### config.mk
export PLATFORM = sky130hd
export DESIGN_NAME = rpm_power_ctrl
export DESIGN_NICKNAME = d
export VERILOG_FILES = /design/src/hdl/rpm_pkg.sv /design/src/hdl/rpm_power_ctrl.sv /design/src/hdl/rpm_phase_timer.sv
export SDC_FILE = /design/constraint.sdc
export NUM_CORES = 1
export LEC_CHECK = 0
export BUFFER_PORTS_ARGS = -buffer_cell sky130_fd_sc_hd__buf_4
export CAP_MARGIN = 40
export CORE_MARGIN = 2
export CORE_UTILIZATION = 58
export CTS_CLUSTER_DIAMETER = 30
export DETAILED_ROUTE_END_ITERATION = 6
export MAX_ROUTING_LAYER = met4
export PLACE_DENSITY = 0.84
export SYNTH_ARGS = -nofsm -noshare
export SYNTH_HDL_FRONTEND = slang
export SYNTH_HIERARCHICAL = 1
export SYNTH_SLANG_ARGS = --single-unit
### constraint.sdc
create_clock -name clock -period 4.9 [get_ports clock]
set_clock_uncertainty 0.15 [all_clocks]
set_input_delay 0.98 -clock clock [delete_from_list [all_inputs] [get_ports clock]]
set_output_delay 0.98 -clock clock [all_outputs]
set_load 0.01 [all_outputs]
### src/hdl/rpm_pkg.sv
// Constants, register map and types of the radio power-mode controller
package rpm_pkg;
	// Clock and phase time base
	localparam int CLK_PERIOD_NS = 20;
	localparam int UNIT_TIME_MS = 10;
	localparam int TICK_CYCLES = UNIT_TIME_MS * 1000000 / CLK_PERIOD_NS;
	localparam int SLEEP_LONG_MULT = 10;
	localparam int TW = 12;
	// Register word indices (address bits 4:2) on the AXI4-Lite bus
	localparam int AW = 5;
	localparam logic [2:0] IDX_STBY_CFG = 3'h0;
	localparam logic [2:0] IDX_STBY_TIME = 3'h1;
	localparam logic [2:0] IDX_DELIM_UNIT = 3'h2;
	localparam logic [2:0] IDX_SLEEP_TIME = 3'h3;
	localparam logic [2:0] IDX_ADDR_CHECK = 3'h4;
	localparam logic [2:0] IDX_COMMAND = 3'h5;
	localparam logic [2:0] IDX_STATUS = 3'h6;
	// Values after reset and after leaving power-down
	localparam logic [7:0] RST_STBY_CFG = 8'h09;
	localparam logic [7:0] RST_STBY_TIME = 8'h04;
	localparam logic [7:0] RST_DELIM_UNIT = 8'hc1;
	localparam logic [7:0] RST_SLEEP_TIME = 8'h04;
	localparam logic [7:0] RST_ADDR_CHECK = 8'h8d;
	// Field positions
	localparam int CFG_LP_EN_BIT = 2;
	localparam int CFG_EXT_LSB = 4;
	localparam int DSU_UNIT_BIT = 1;
	localparam int ACHK_EN_BIT = 0;
	// Command codes in byte 0 of the command register, argument in byte 1
	localparam logic [7:0] CMD_LP_ON = 8'h01;
	localparam logic [7:0] CMD_LP_OFF = 8'h02;
	localparam logic [7:0] CMD_EXT_TIME = 8'h03;
	localparam logic [7:0] CMD_STBY_TIME = 8'h04;
	localparam logic [7:0] CMD_SLEEP_TIME = 8'h05;
	localparam logic [7:0] CMD_RADIO_OFF = 8'h06;
	localparam logic [7:0] CMD_RADIO_ON = 8'h07;
	// Bus answers
	localparam logic [1:0] RESP_OKAY = 2'h0;
	localparam logic [1:0] RESP_SLVERR = 2'h2;
	typedef enum logic [1:0] {PH_OFF, PH_STBY, PH_SLEEP} rpm_phase_t;
endpackage

### src/hdl/rpm_power_ctrl.sv
// Our own choices: the address map and the AXI4-Lite interface to the registers.
`timescale 1ns/1ps
// Power-mode controller: standby/sleep cycle, radio switch, power-down
// Behaviour
// Cycle runs when config enable bit is set or low-power-on was issued.
// Command-enabled cycle is cancelled by power loss or power-down.
// Active cycle alternates standby with radio on and sleep with it off.
// Standby from standby time; sleep from sleep time scaled by unit bit 1.
// Matching unicast packet with checking on lengthens the standby phase.
// Extension comes from config bits 7:4 or the latest extension command.
// Without further packets the extended standby ends in sleep.
// No extension for broadcast packets or with address checking off.
// Low-power-on and low-power-off commands enable and disable the cycle.
// Commands set extension, standby and sleep lengths; registers report them.
// Radio-off command turns the radio off, radio-on turns it back on.
// Radio off means no wireless traffic until radio-on is given.
// Reset or return from power-down turns the radio on.
// Shutdown pin low removes internal power and stops all functions; register reads are still answered here during power-down.
// Shutdown pin high again resumes normal operation.
// Host must not assert shutdown during a register access.
// Leaving power-down discards all parameters set over the registers.
// Host must not drive serial data during power-down.
// Cycle starts in standby, and each sleep returns to fresh standby.
module rpm_power_ctrl #(
	parameter int TICK_CYCLES = rpm_pkg::TICK_CYCLES
) (
	input wire logic clock, // 50 MHz system clock
	input wire logic rst, // Asynchronous reset, active high
	input wire logic shutdown_n, // Shutdown pin, low powers down
	input wire logic rx_match, // Pulse: packet with matching address
	input wire logic rx_broadcast, // Qualifies rx_match as broadcast
	output logic power_en, // Internal power on
	output logic radio_en, // Radio circuit on
	input wire logic [rpm_pkg::AW-1:0] s_axi_awaddr, // Write address
	input wire logic s_axi_awvalid, // Write address valid
	output logic s_axi_awready, // Write address ready
	input wire logic [31:0] s_axi_wdata, // Write data
	input wire logic [3:0] s_axi_wstrb, // Write byte strobes
	input wire logic s_axi_wvalid, // Write data valid
	output logic s_axi_wready, // Write data ready
	output logic [1:0] s_axi_bresp, // Write response
	output logic s_axi_bvalid, // Write response valid
	input wire logic s_axi_bready, // Write response ready
	input wire logic [rpm_pkg::AW-1:0] s_axi_araddr, // Read address
	input wire logic s_axi_arvalid, // Read address valid
	output logic s_axi_arready, // Read address ready
	output logic [31:0] s_axi_rdata, // Read data
	output logic [1:0] s_axi_rresp, // Read response
	output logic s_axi_rvalid, // Read data valid
	input wire logic s_axi_rready // Read data ready
);
	localparam int TW = rpm_pkg::TW;
	localparam int DW = $clog2(TICK_CYCLES);

	typedef struct packed {
		logic sh1;
		logic sh2;
		logic [DW-1:0] div;
		rpm_pkg::rpm_phase_t phase;
		logic [7:0] cfg;
		logic [7:0] stby;
		logic [7:0] dsu;
		logic [7:0] slp;
		logic [7:0] achk;
		logic cmd_lp;
		logic rf_on;
		logic radio;
		logic aw_ok;
		logic [2:0] aw_idx;
		logic w_ok;
		logic [31:0] wdata;
		logic [3:0] wstrb;
		logic bvalid;
		logic [1:0] bresp;
		logic rvalid;
		logic [31:0] rdata;
		logic [1:0] rresp;
	} rpm_state_t;
	rpm_state_t s_reg, s_next;

	logic pd;
	logic lp_req;
	logic tick;
	logic ext_fire;
	logic wr_fire;
	logic tm_load;
	logic [TW-1:0] tm_val;
	logic [TW-1:0] tm_left;
	logic tm_done;
	logic [TW-1:0] stby_ticks;
	logic [TW-1:0] slp_ticks;
	logic [TW-1:0] ext_ticks;
	logic [7:0] status;

	if (TICK_CYCLES < 2 || rpm_pkg::SLEEP_LONG_MULT * 255 >= 2 ** TW)
	begin : g_chk
		$error("rpm_power_ctrl: unsupported tick or sleep scaling");
	end

	// Derived phase lengths in ticks; a zero time is taken as one tick, ten for sleep with unit bit 1
	// phase lengths
	always_comb
	begin
		stby_ticks = (s_reg.stby == 8'h00) ? TW'(1) : TW'(s_reg.stby);
		slp_ticks = (s_reg.slp == 8'h00) ? TW'(1) : TW'(s_reg.slp);
		if (s_reg.dsu[rpm_pkg::DSU_UNIT_BIT])
			slp_ticks = TW'(slp_ticks * TW'(rpm_pkg::SLEEP_LONG_MULT));
	end

	// extension source
	assign ext_ticks = TW'(s_reg.cfg[rpm_pkg::CFG_EXT_LSB +: 4]);

	// Power and cycle requests
	// power removed
	assign pd = ~s_reg.sh2;
	// cycle request
	assign lp_req = s_reg.cfg[rpm_pkg::CFG_LP_EN_BIT] | s_reg.cmd_lp;
	assign tick = (s_reg.div == DW'(TICK_CYCLES - 1));
	assign wr_fire = s_reg.aw_ok & s_reg.w_ok & ~s_reg.bvalid;

	// unicast and checking only
	assign ext_fire = (s_reg.phase == rpm_pkg::PH_STBY) & rx_match
		& ~rx_broadcast & s_reg.achk[rpm_pkg::ACHK_EN_BIT]
		& (ext_ticks != '0) & ~pd;

	assign status = {3'h0, s_reg.sh2, s_reg.cmd_lp, s_reg.radio,
		s_reg.phase == rpm_pkg::PH_SLEEP, s_reg.phase != rpm_pkg::PH_OFF};

	// Next state: bus slave, commands, phase sequencer, power-down
	always_comb
	begin
		s_next = s_reg;
		tm_load = 1'b0;
		tm_val = stby_ticks;
		// Pin synchroniser
		s_next.sh1 = shutdown_n;
		s_next.sh2 = s_reg.sh1;
		s_next.div = tick ? '0 : DW'(s_reg.div + 1'b1);

		// Address and data may arrive in either order
		if (s_axi_awvalid && s_axi_awready)
		begin
			s_next.aw_ok = 1'b1;
			s_next.aw_idx = s_axi_awaddr[4:2];
		end
		if (s_axi_wvalid && s_axi_wready)
		begin
			s_next.w_ok = 1'b1;
			s_next.wdata = s_axi_wdata;
			s_next.wstrb = s_axi_wstrb;
		end
		if (s_reg.bvalid && s_axi_bready)
			s_next.bvalid = 1'b0;

		// Register write or command once both halves are in
		if (wr_fire)
		begin
			s_next.aw_ok = 1'b0;
			s_next.w_ok = 1'b0;
			s_next.bvalid = 1'b1;
			s_next.bresp = rpm_pkg::RESP_OKAY;
			if (pd)
				s_next.bresp = rpm_pkg::RESP_SLVERR;
			else if (s_reg.wstrb[0])
			begin
				case (s_reg.aw_idx)
					rpm_pkg::IDX_STBY_CFG: s_next.cfg = s_reg.wdata[7:0];
					rpm_pkg::IDX_STBY_TIME: s_next.stby = s_reg.wdata[7:0];
					rpm_pkg::IDX_DELIM_UNIT: s_next.dsu = s_reg.wdata[7:0];
					rpm_pkg::IDX_SLEEP_TIME: s_next.slp = s_reg.wdata[7:0];
					rpm_pkg::IDX_ADDR_CHECK: s_next.achk = s_reg.wdata[7:0];
					rpm_pkg::IDX_COMMAND:
					begin
						case (s_reg.wdata[7:0])
							// low-power commands
							rpm_pkg::CMD_LP_ON: s_next.cmd_lp = 1'b1;
							rpm_pkg::CMD_LP_OFF:
							begin
								// Register enable is cleared too, so off
								// really stops the cycle
								s_next.cmd_lp = 1'b0;
								s_next.cfg[rpm_pkg::CFG_LP_EN_BIT] = 1'b0;
							end
							// duration set commands
							rpm_pkg::CMD_EXT_TIME:
								s_next.cfg[rpm_pkg::CFG_EXT_LSB +: 4] =
									s_reg.wdata[11:8];
							rpm_pkg::CMD_STBY_TIME: s_next.stby = s_reg.wdata[15:8];
							rpm_pkg::CMD_SLEEP_TIME: s_next.slp = s_reg.wdata[15:8];
							// radio switch commands
							rpm_pkg::CMD_RADIO_OFF: s_next.rf_on = 1'b0;
							rpm_pkg::CMD_RADIO_ON: s_next.rf_on = 1'b1;
							default: s_next.bresp = rpm_pkg::RESP_SLVERR;
						endcase
					end
					default: s_next.bresp = rpm_pkg::RESP_SLVERR;
				endcase
			end
		end

		// Read channel: one outstanding read, answered next cycle
		if (s_reg.rvalid && s_axi_rready)
			s_next.rvalid = 1'b0;
		if (s_axi_arvalid && s_axi_arready)
		begin
			s_next.rvalid = 1'b1;
			s_next.rresp = rpm_pkg::RESP_OKAY;
			s_next.rdata = '0;
			case (s_axi_araddr[4:2])
				rpm_pkg::IDX_STBY_CFG: s_next.rdata[7:0] = s_reg.cfg;
				rpm_pkg::IDX_STBY_TIME: s_next.rdata[7:0] = s_reg.stby;
				rpm_pkg::IDX_DELIM_UNIT: s_next.rdata[7:0] = s_reg.dsu;
				rpm_pkg::IDX_SLEEP_TIME: s_next.rdata[7:0] = s_reg.slp;
				rpm_pkg::IDX_ADDR_CHECK: s_next.rdata[7:0] = s_reg.achk;
				rpm_pkg::IDX_COMMAND: s_next.rdata = '0;
				rpm_pkg::IDX_STATUS: s_next.rdata[7:0] = status;
				default: s_next.rresp = rpm_pkg::RESP_SLVERR;
			endcase
		end

		// Phase sequencer
		case (s_reg.phase)
			rpm_pkg::PH_OFF:
			begin
				// start in standby
				if (lp_req && !pd)
				begin
					s_next.phase = rpm_pkg::PH_STBY;
					tm_load = 1'b1;
				end
			end
			rpm_pkg::PH_STBY:
			begin
				if (!lp_req)
					s_next.phase = rpm_pkg::PH_OFF;
				else if (ext_fire)
				begin
					// lengthen standby
					tm_load = 1'b1;
					tm_val = TW'(tm_left + ext_ticks);
				end
				else if (tm_done)
				begin
					// expiry to sleep
					s_next.phase = rpm_pkg::PH_SLEEP;
					tm_load = 1'b1;
					tm_val = slp_ticks;
				end
			end
			rpm_pkg::PH_SLEEP:
			begin
				if (!lp_req)
					s_next.phase = rpm_pkg::PH_OFF;
				else if (tm_done)
				begin
					// fresh standby
					s_next.phase = rpm_pkg::PH_STBY;
					tm_load = 1'b1;
				end
			end
			default: s_next.phase = rpm_pkg::PH_OFF;
		endcase

		// Power-down overrides the parameters, command state and phase, and restores defaults
		if (pd)
		begin
			// discard parameters
			s_next.cfg = rpm_pkg::RST_STBY_CFG;
			s_next.stby = rpm_pkg::RST_STBY_TIME;
			s_next.dsu = rpm_pkg::RST_DELIM_UNIT;
			s_next.slp = rpm_pkg::RST_SLEEP_TIME;
			s_next.achk = rpm_pkg::RST_ADDR_CHECK;
			// command enable dropped
			s_next.cmd_lp = 1'b0;
			// radio on after return
			s_next.rf_on = 1'b1;
			s_next.phase = rpm_pkg::PH_OFF;
		end

		// radio off in sleep
		// radio gated by switch
		// resumes once powered
		s_next.radio = s_next.rf_on & s_reg.sh2
			& (s_next.phase != rpm_pkg::PH_SLEEP);
	end

	// Phase length counter
	rpm_phase_timer #(
		.W(TW)
	) u_timer (
		.clock(clock),
		.rst(rst),
		.tick(tick),
		.load(tm_load),
		.load_val(tm_val),
		.remaining(tm_left),
		.done(tm_done)
	);

	// State register; reset leaves the block powered down until the pin
	// has been seen high through the synchroniser
	always_ff @(posedge clock or posedge rst)
	begin
		if (rst)
		begin
			s_reg <= '0;
			s_reg.phase <= rpm_pkg::PH_OFF;
			s_reg.cfg <= rpm_pkg::RST_STBY_CFG;
			s_reg.stby <= rpm_pkg::RST_STBY_TIME;
			s_reg.dsu <= rpm_pkg::RST_DELIM_UNIT;
			s_reg.slp <= rpm_pkg::RST_SLEEP_TIME;
			s_reg.achk <= rpm_pkg::RST_ADDR_CHECK;
			s_reg.rf_on <= 1'b1;
		end
		else
			s_reg <= s_next;
	end

	// Outputs
	assign power_en = s_reg.sh2;
	assign radio_en = s_reg.radio;
	assign s_axi_awready = ~s_reg.aw_ok & ~s_reg.bvalid;
	assign s_axi_wready = ~s_reg.w_ok & ~s_reg.bvalid;
	assign s_axi_bvalid = s_reg.bvalid;
	assign s_axi_bresp = s_reg.bresp;
	assign s_axi_arready = ~s_reg.rvalid;
	assign s_axi_rvalid = s_reg.rvalid;
	assign s_axi_rdata = s_reg.rdata;
	assign s_axi_rresp = s_reg.rresp;
endmodule

### src/hdl/rpm_phase_timer.sv
`timescale 1ns/1ps
// Down-counter of time-base ticks for one standby or sleep phase
module rpm_phase_timer #(
	parameter int W = 12
) (
	input wire logic clock, // System clock
	input wire logic rst, // Asynchronous reset, active high
	input wire logic tick, // One-cycle time-base enable
	input wire logic load, // Load a new remaining count
	input wire logic [W-1:0] load_val, // Ticks to run, zero means idle
	output logic [W-1:0] remaining, // Ticks still to run
	output logic done // One-cycle pulse when count runs out
);
	typedef struct packed {
		logic [W-1:0] cnt;
		logic done;
	} rpm_tmr_t;
	rpm_tmr_t s_reg, s_next;

	if (W < 4)
	begin : g_chk
		$error("rpm_phase_timer: W too small");
	end

	// Load wins over a tick so a reload never loses a count
	always_comb
	begin
		s_next = s_reg;
		s_next.done = 1'b0;
		if (load)
			s_next.cnt = load_val;
		else if (tick && s_reg.cnt != '0)
		begin
			s_next.cnt = s_reg.cnt - 1'b1;
			s_next.done = (s_reg.cnt == W'(1));
		end
	end

	// State register
	always_ff @(posedge clock or posedge rst)
	begin
		if (rst)
			s_reg <= '0;
		else
			s_reg <= s_next;
	end

	assign remaining = s_reg.cnt;
	assign done = s_reg.done;
endmodule

==> flow_summary.yaml <==
run_status:
  status: "finished clean"
synth:
  syn_inst: 707
  synth_top_area_share_pct: 36.9
  synth_area_sq_um: 6850
  synth_area_per_cell_sq_um: 9.69
  yosysSeqAreaShare_pct: 41.5
  synth_enable_flop_cells: 0
  yosysWarnings: 6
  synth_cell_types: 70
  synth_flop_cell: "dfrtp_1"
  ys_top_cells_by_area: "dfrtp_1 37%, dfstp_2 4.6%, mux2_2 4.4%, buf_4 3.9%, ha_1 3.8%"
  async_flop_share_pct: 100
  netlist.top_cell.by_area: "dfrtp_1"
  synth-seq-cells: 113
power:
  powerDensity_nw_per_um2: 444
  combPwrFrac_pct: 23.0
  power_frac_seq_pct: 40.8
  power_frac_clock_pct: 36.2
  p_leak_nw: 3.37
  p_sw_mw: 1.13
  p_sw_share_pct: 32.8
  vdd_drop_max_v: 0.000431
  power.internal_mw: 2.31
timing:
  setup_viol: 0
  max_freq_ghz: 0.320
  finalMaxSlewViolations: 0
  hold_ws_ns: 0.215
  finalSetupTns_ns: 0
  layout_setup_ws_ns: 1.77
  finalCritPeriodShare_pct: 63.8
  grt_setup_unrepaired: "false"
  hold_violations: 0
  tightestPinTransition_ns: 0.806
  period_needed_ns: 3.13
  max_slew_margin_pct: 46.1
place:
  dpl-instance-area_sq_um: 7140
  place_hpwl_um: 12000
  dp_cells: 861
  io_buffers: 49
  dpl_worst_slack_ns: 1.53
  routabilityCongestion: 0.935
clock_tree:
  cts-root-buf: "clkbuf_16"
  clk_latency_ns: 0.41
  post-cts-setup-buffer-count: 0
  cts.clk_slew.worst_paths_ns: 0.05
  htreeDepth: 4
  cts.repair.resized: 0
  cts_buffers: 17
  max-clock-path-buffers: 2
  tritoncts: "yes"
  clock-sinks: 113
  cts_hold_buffers: 0
final_layout:
  syn_to_final_growth_pct: 13.0
  fillers: 881
  layout-drive-gt1-share_pct: 19.6
  finalNonFillerCells: 893
  largest_reg_flops: 81
  antennaDiodeCount: 0
  nNetsFinal: 816
  fin_area_sq_um: 7740
global_route:
  grt_pass1_vias: 5453
  antenna_found_initial: 0
  grt-ovfl-total: 0
  grt_max_degree: 63
  grt_pass1_wl_um: 27400
  grtUsageTotal_pct: 28.0
floorplan:
  die_x_um: 113
  start_util_pct: 59.8
  row_count: 39
  dieArea_sq_um: 12700
  design.core.area_sq_um: 11500
  die_h_um: 113
  io_pins: 99
critical_path:
  critical_path_class: "reg2reg"
  crit_arrival_ns: 3.27
  crit_path_end_kind: "flop"
  required_ns: 5.04
  cp_max_fo: 8
  startpoint_type: "flop"
detailed_routing:
  drc: 0
  viasPerCell: 6.23
  wire_per_inst_um: 18.7
  ant_nets: 0
  drt_iter0_drc: 417
  via_count: 5564
  wl_um: 16700
  dr.pass1.iters: 5
hold_path:
  hold_class: "reg2reg"
job:
  maxCapViolCount: 0
[per-stage QoR]
stage / utilization, % / power (mW)
6_report: 67.5 / 3.44
5_1_grt: 67.5 / 3.59
4_1_cts: 67.5 / 3.43
3_5_place_dp: 62.3 / 2.18
3_3_place_gp: 62.3 / 2.13
2_1_floorplan: - / 1.94
[cells in the final DEF, fill, tap and decap left out, types with 6 or more instances in the layout]
cell       count
nand4_1       11
o21ai_0       33
dfstp_2       12
and2_1         9
nand3_1       31
o22a_1         7
inv_1         28
a21o_1         6
or3_1          6
a21oi_1       35
nor3_1        11
a31oi_1       13
conb_1        26
xnor2_1       15
ha_1          21
mux2_2        27
xor2_1        18
or2_2          6
nand2_1       59
or4_1          6
clkbuf_16     17
buf_4         54
nor4_1         9
mux2i_1       26
a211oi_1       8
nor2_1        39
nor2b_1       10
dfrtp_1      101
[layout make-up]
class	instances	area, sq um	area share, %
tap	143	179	2.31
timing repair buffer	54	405	5.24
clock buffer	22	464	6.00
multi-input combinational	521	3600	46.5
sequential	113	2840	36.7
inverter	30	115	1.49
clock inverter	10	135	1.75
[critical path: stages (launching register included)]
cell and delay (ns):
dfrtp_1 0.47, or4_4 0.58, or3b_4 0.40, or4_4 0.44, a211oi_4 0.60, mux2_4 0.35
[power groups by stage]
stage	sequential (mW)	combinational [mW]	clock (mW)
6_report	1.40	0.790	1.25
5_1_grt	1.43	0.869	1.30
4_1_cts	1.39	0.786	1.26
3_5_place_dp	1.40	0.778	0
3_3_place_gp	1.39	0.742	0
2_1_floorplan	1.27	0.675	0
[cells in the mapped netlist (4+ instances only)]
master / number
dfrtp_1: 101
nand2_1: 59
nor2_1: 39
buf_4: 36
a21oi_1: 35
o21ai_0: 33
nand3_1: 31
inv_1: 29
clkbuf_1: 28
mux2_2: 27
mux2i_1: 26
ha_1: 21
xor2_1: 18
xnor2_1: 15
a31oi_1: 13
dfstp_2: 12
nand4_1: 11
nor3_1: 11
nor2b_1: 10
and2_1: 9
nor4_1: 9
a211oi_1: 8
o22a_1: 7
a21o_1: 6
or2_2: 6
or3_1: 6
or4_1: 6
a22o_1: 5
nand2b_1: 5
o21a_1: 5
o22ai_1: 5
o31ai_1: 5
a22oi_1: 4
o2bb2ai_1: 4
[metal layers]
layer / wire [um] / track usage, % / vias to the layer above
li1: - / - / 2560
met1: 7120 / 36.3 / 2737
met2: 8070 / 43.3 / 227
met3: 1110 / 6.21 / 40
met4: 423 / 11.2 / 0
met5: 0 / - / -
[final timing paths]
check / start / to / slack, ns / cells past startpoint
max reg2reg: s_reg[46] / s_reg[90] / 1.77 / 5
max in group asynchronous: rst / s_reg[80] / 3.03 / 3
min reg2reg: s_next[143] / power_en / 0.22 / 0
max: s_reg[46] / s_reg[90] / 1.77 / 5
min: s_next[143] / power_en / 0.22 / 0
min in group asynchronous: rst / u_timer/remaining[0] / 0.47 / 2
[logic make-up (layout without fill, tap and decap cells)]
logic type | count (synthesis) | count (layout) | share of synthesized area, %
xor gates and xnor gates | 33 | 33 | 4.22
muxes | 58 | 58 | 9.55
other | 1 | 26 | 0.0547
and+or+nand+nor | 218 | 218 | 16.3
buffers and inverters | 98 | 116 | 7.36
DFF | 113 | 113 | 41.5
adders and majority gates | 23 | 23 | 4.42
AOI/OAI and AO/OA | 163 | 163 | 16.6
Note: power is estimated with default switching activity, not from simulation.
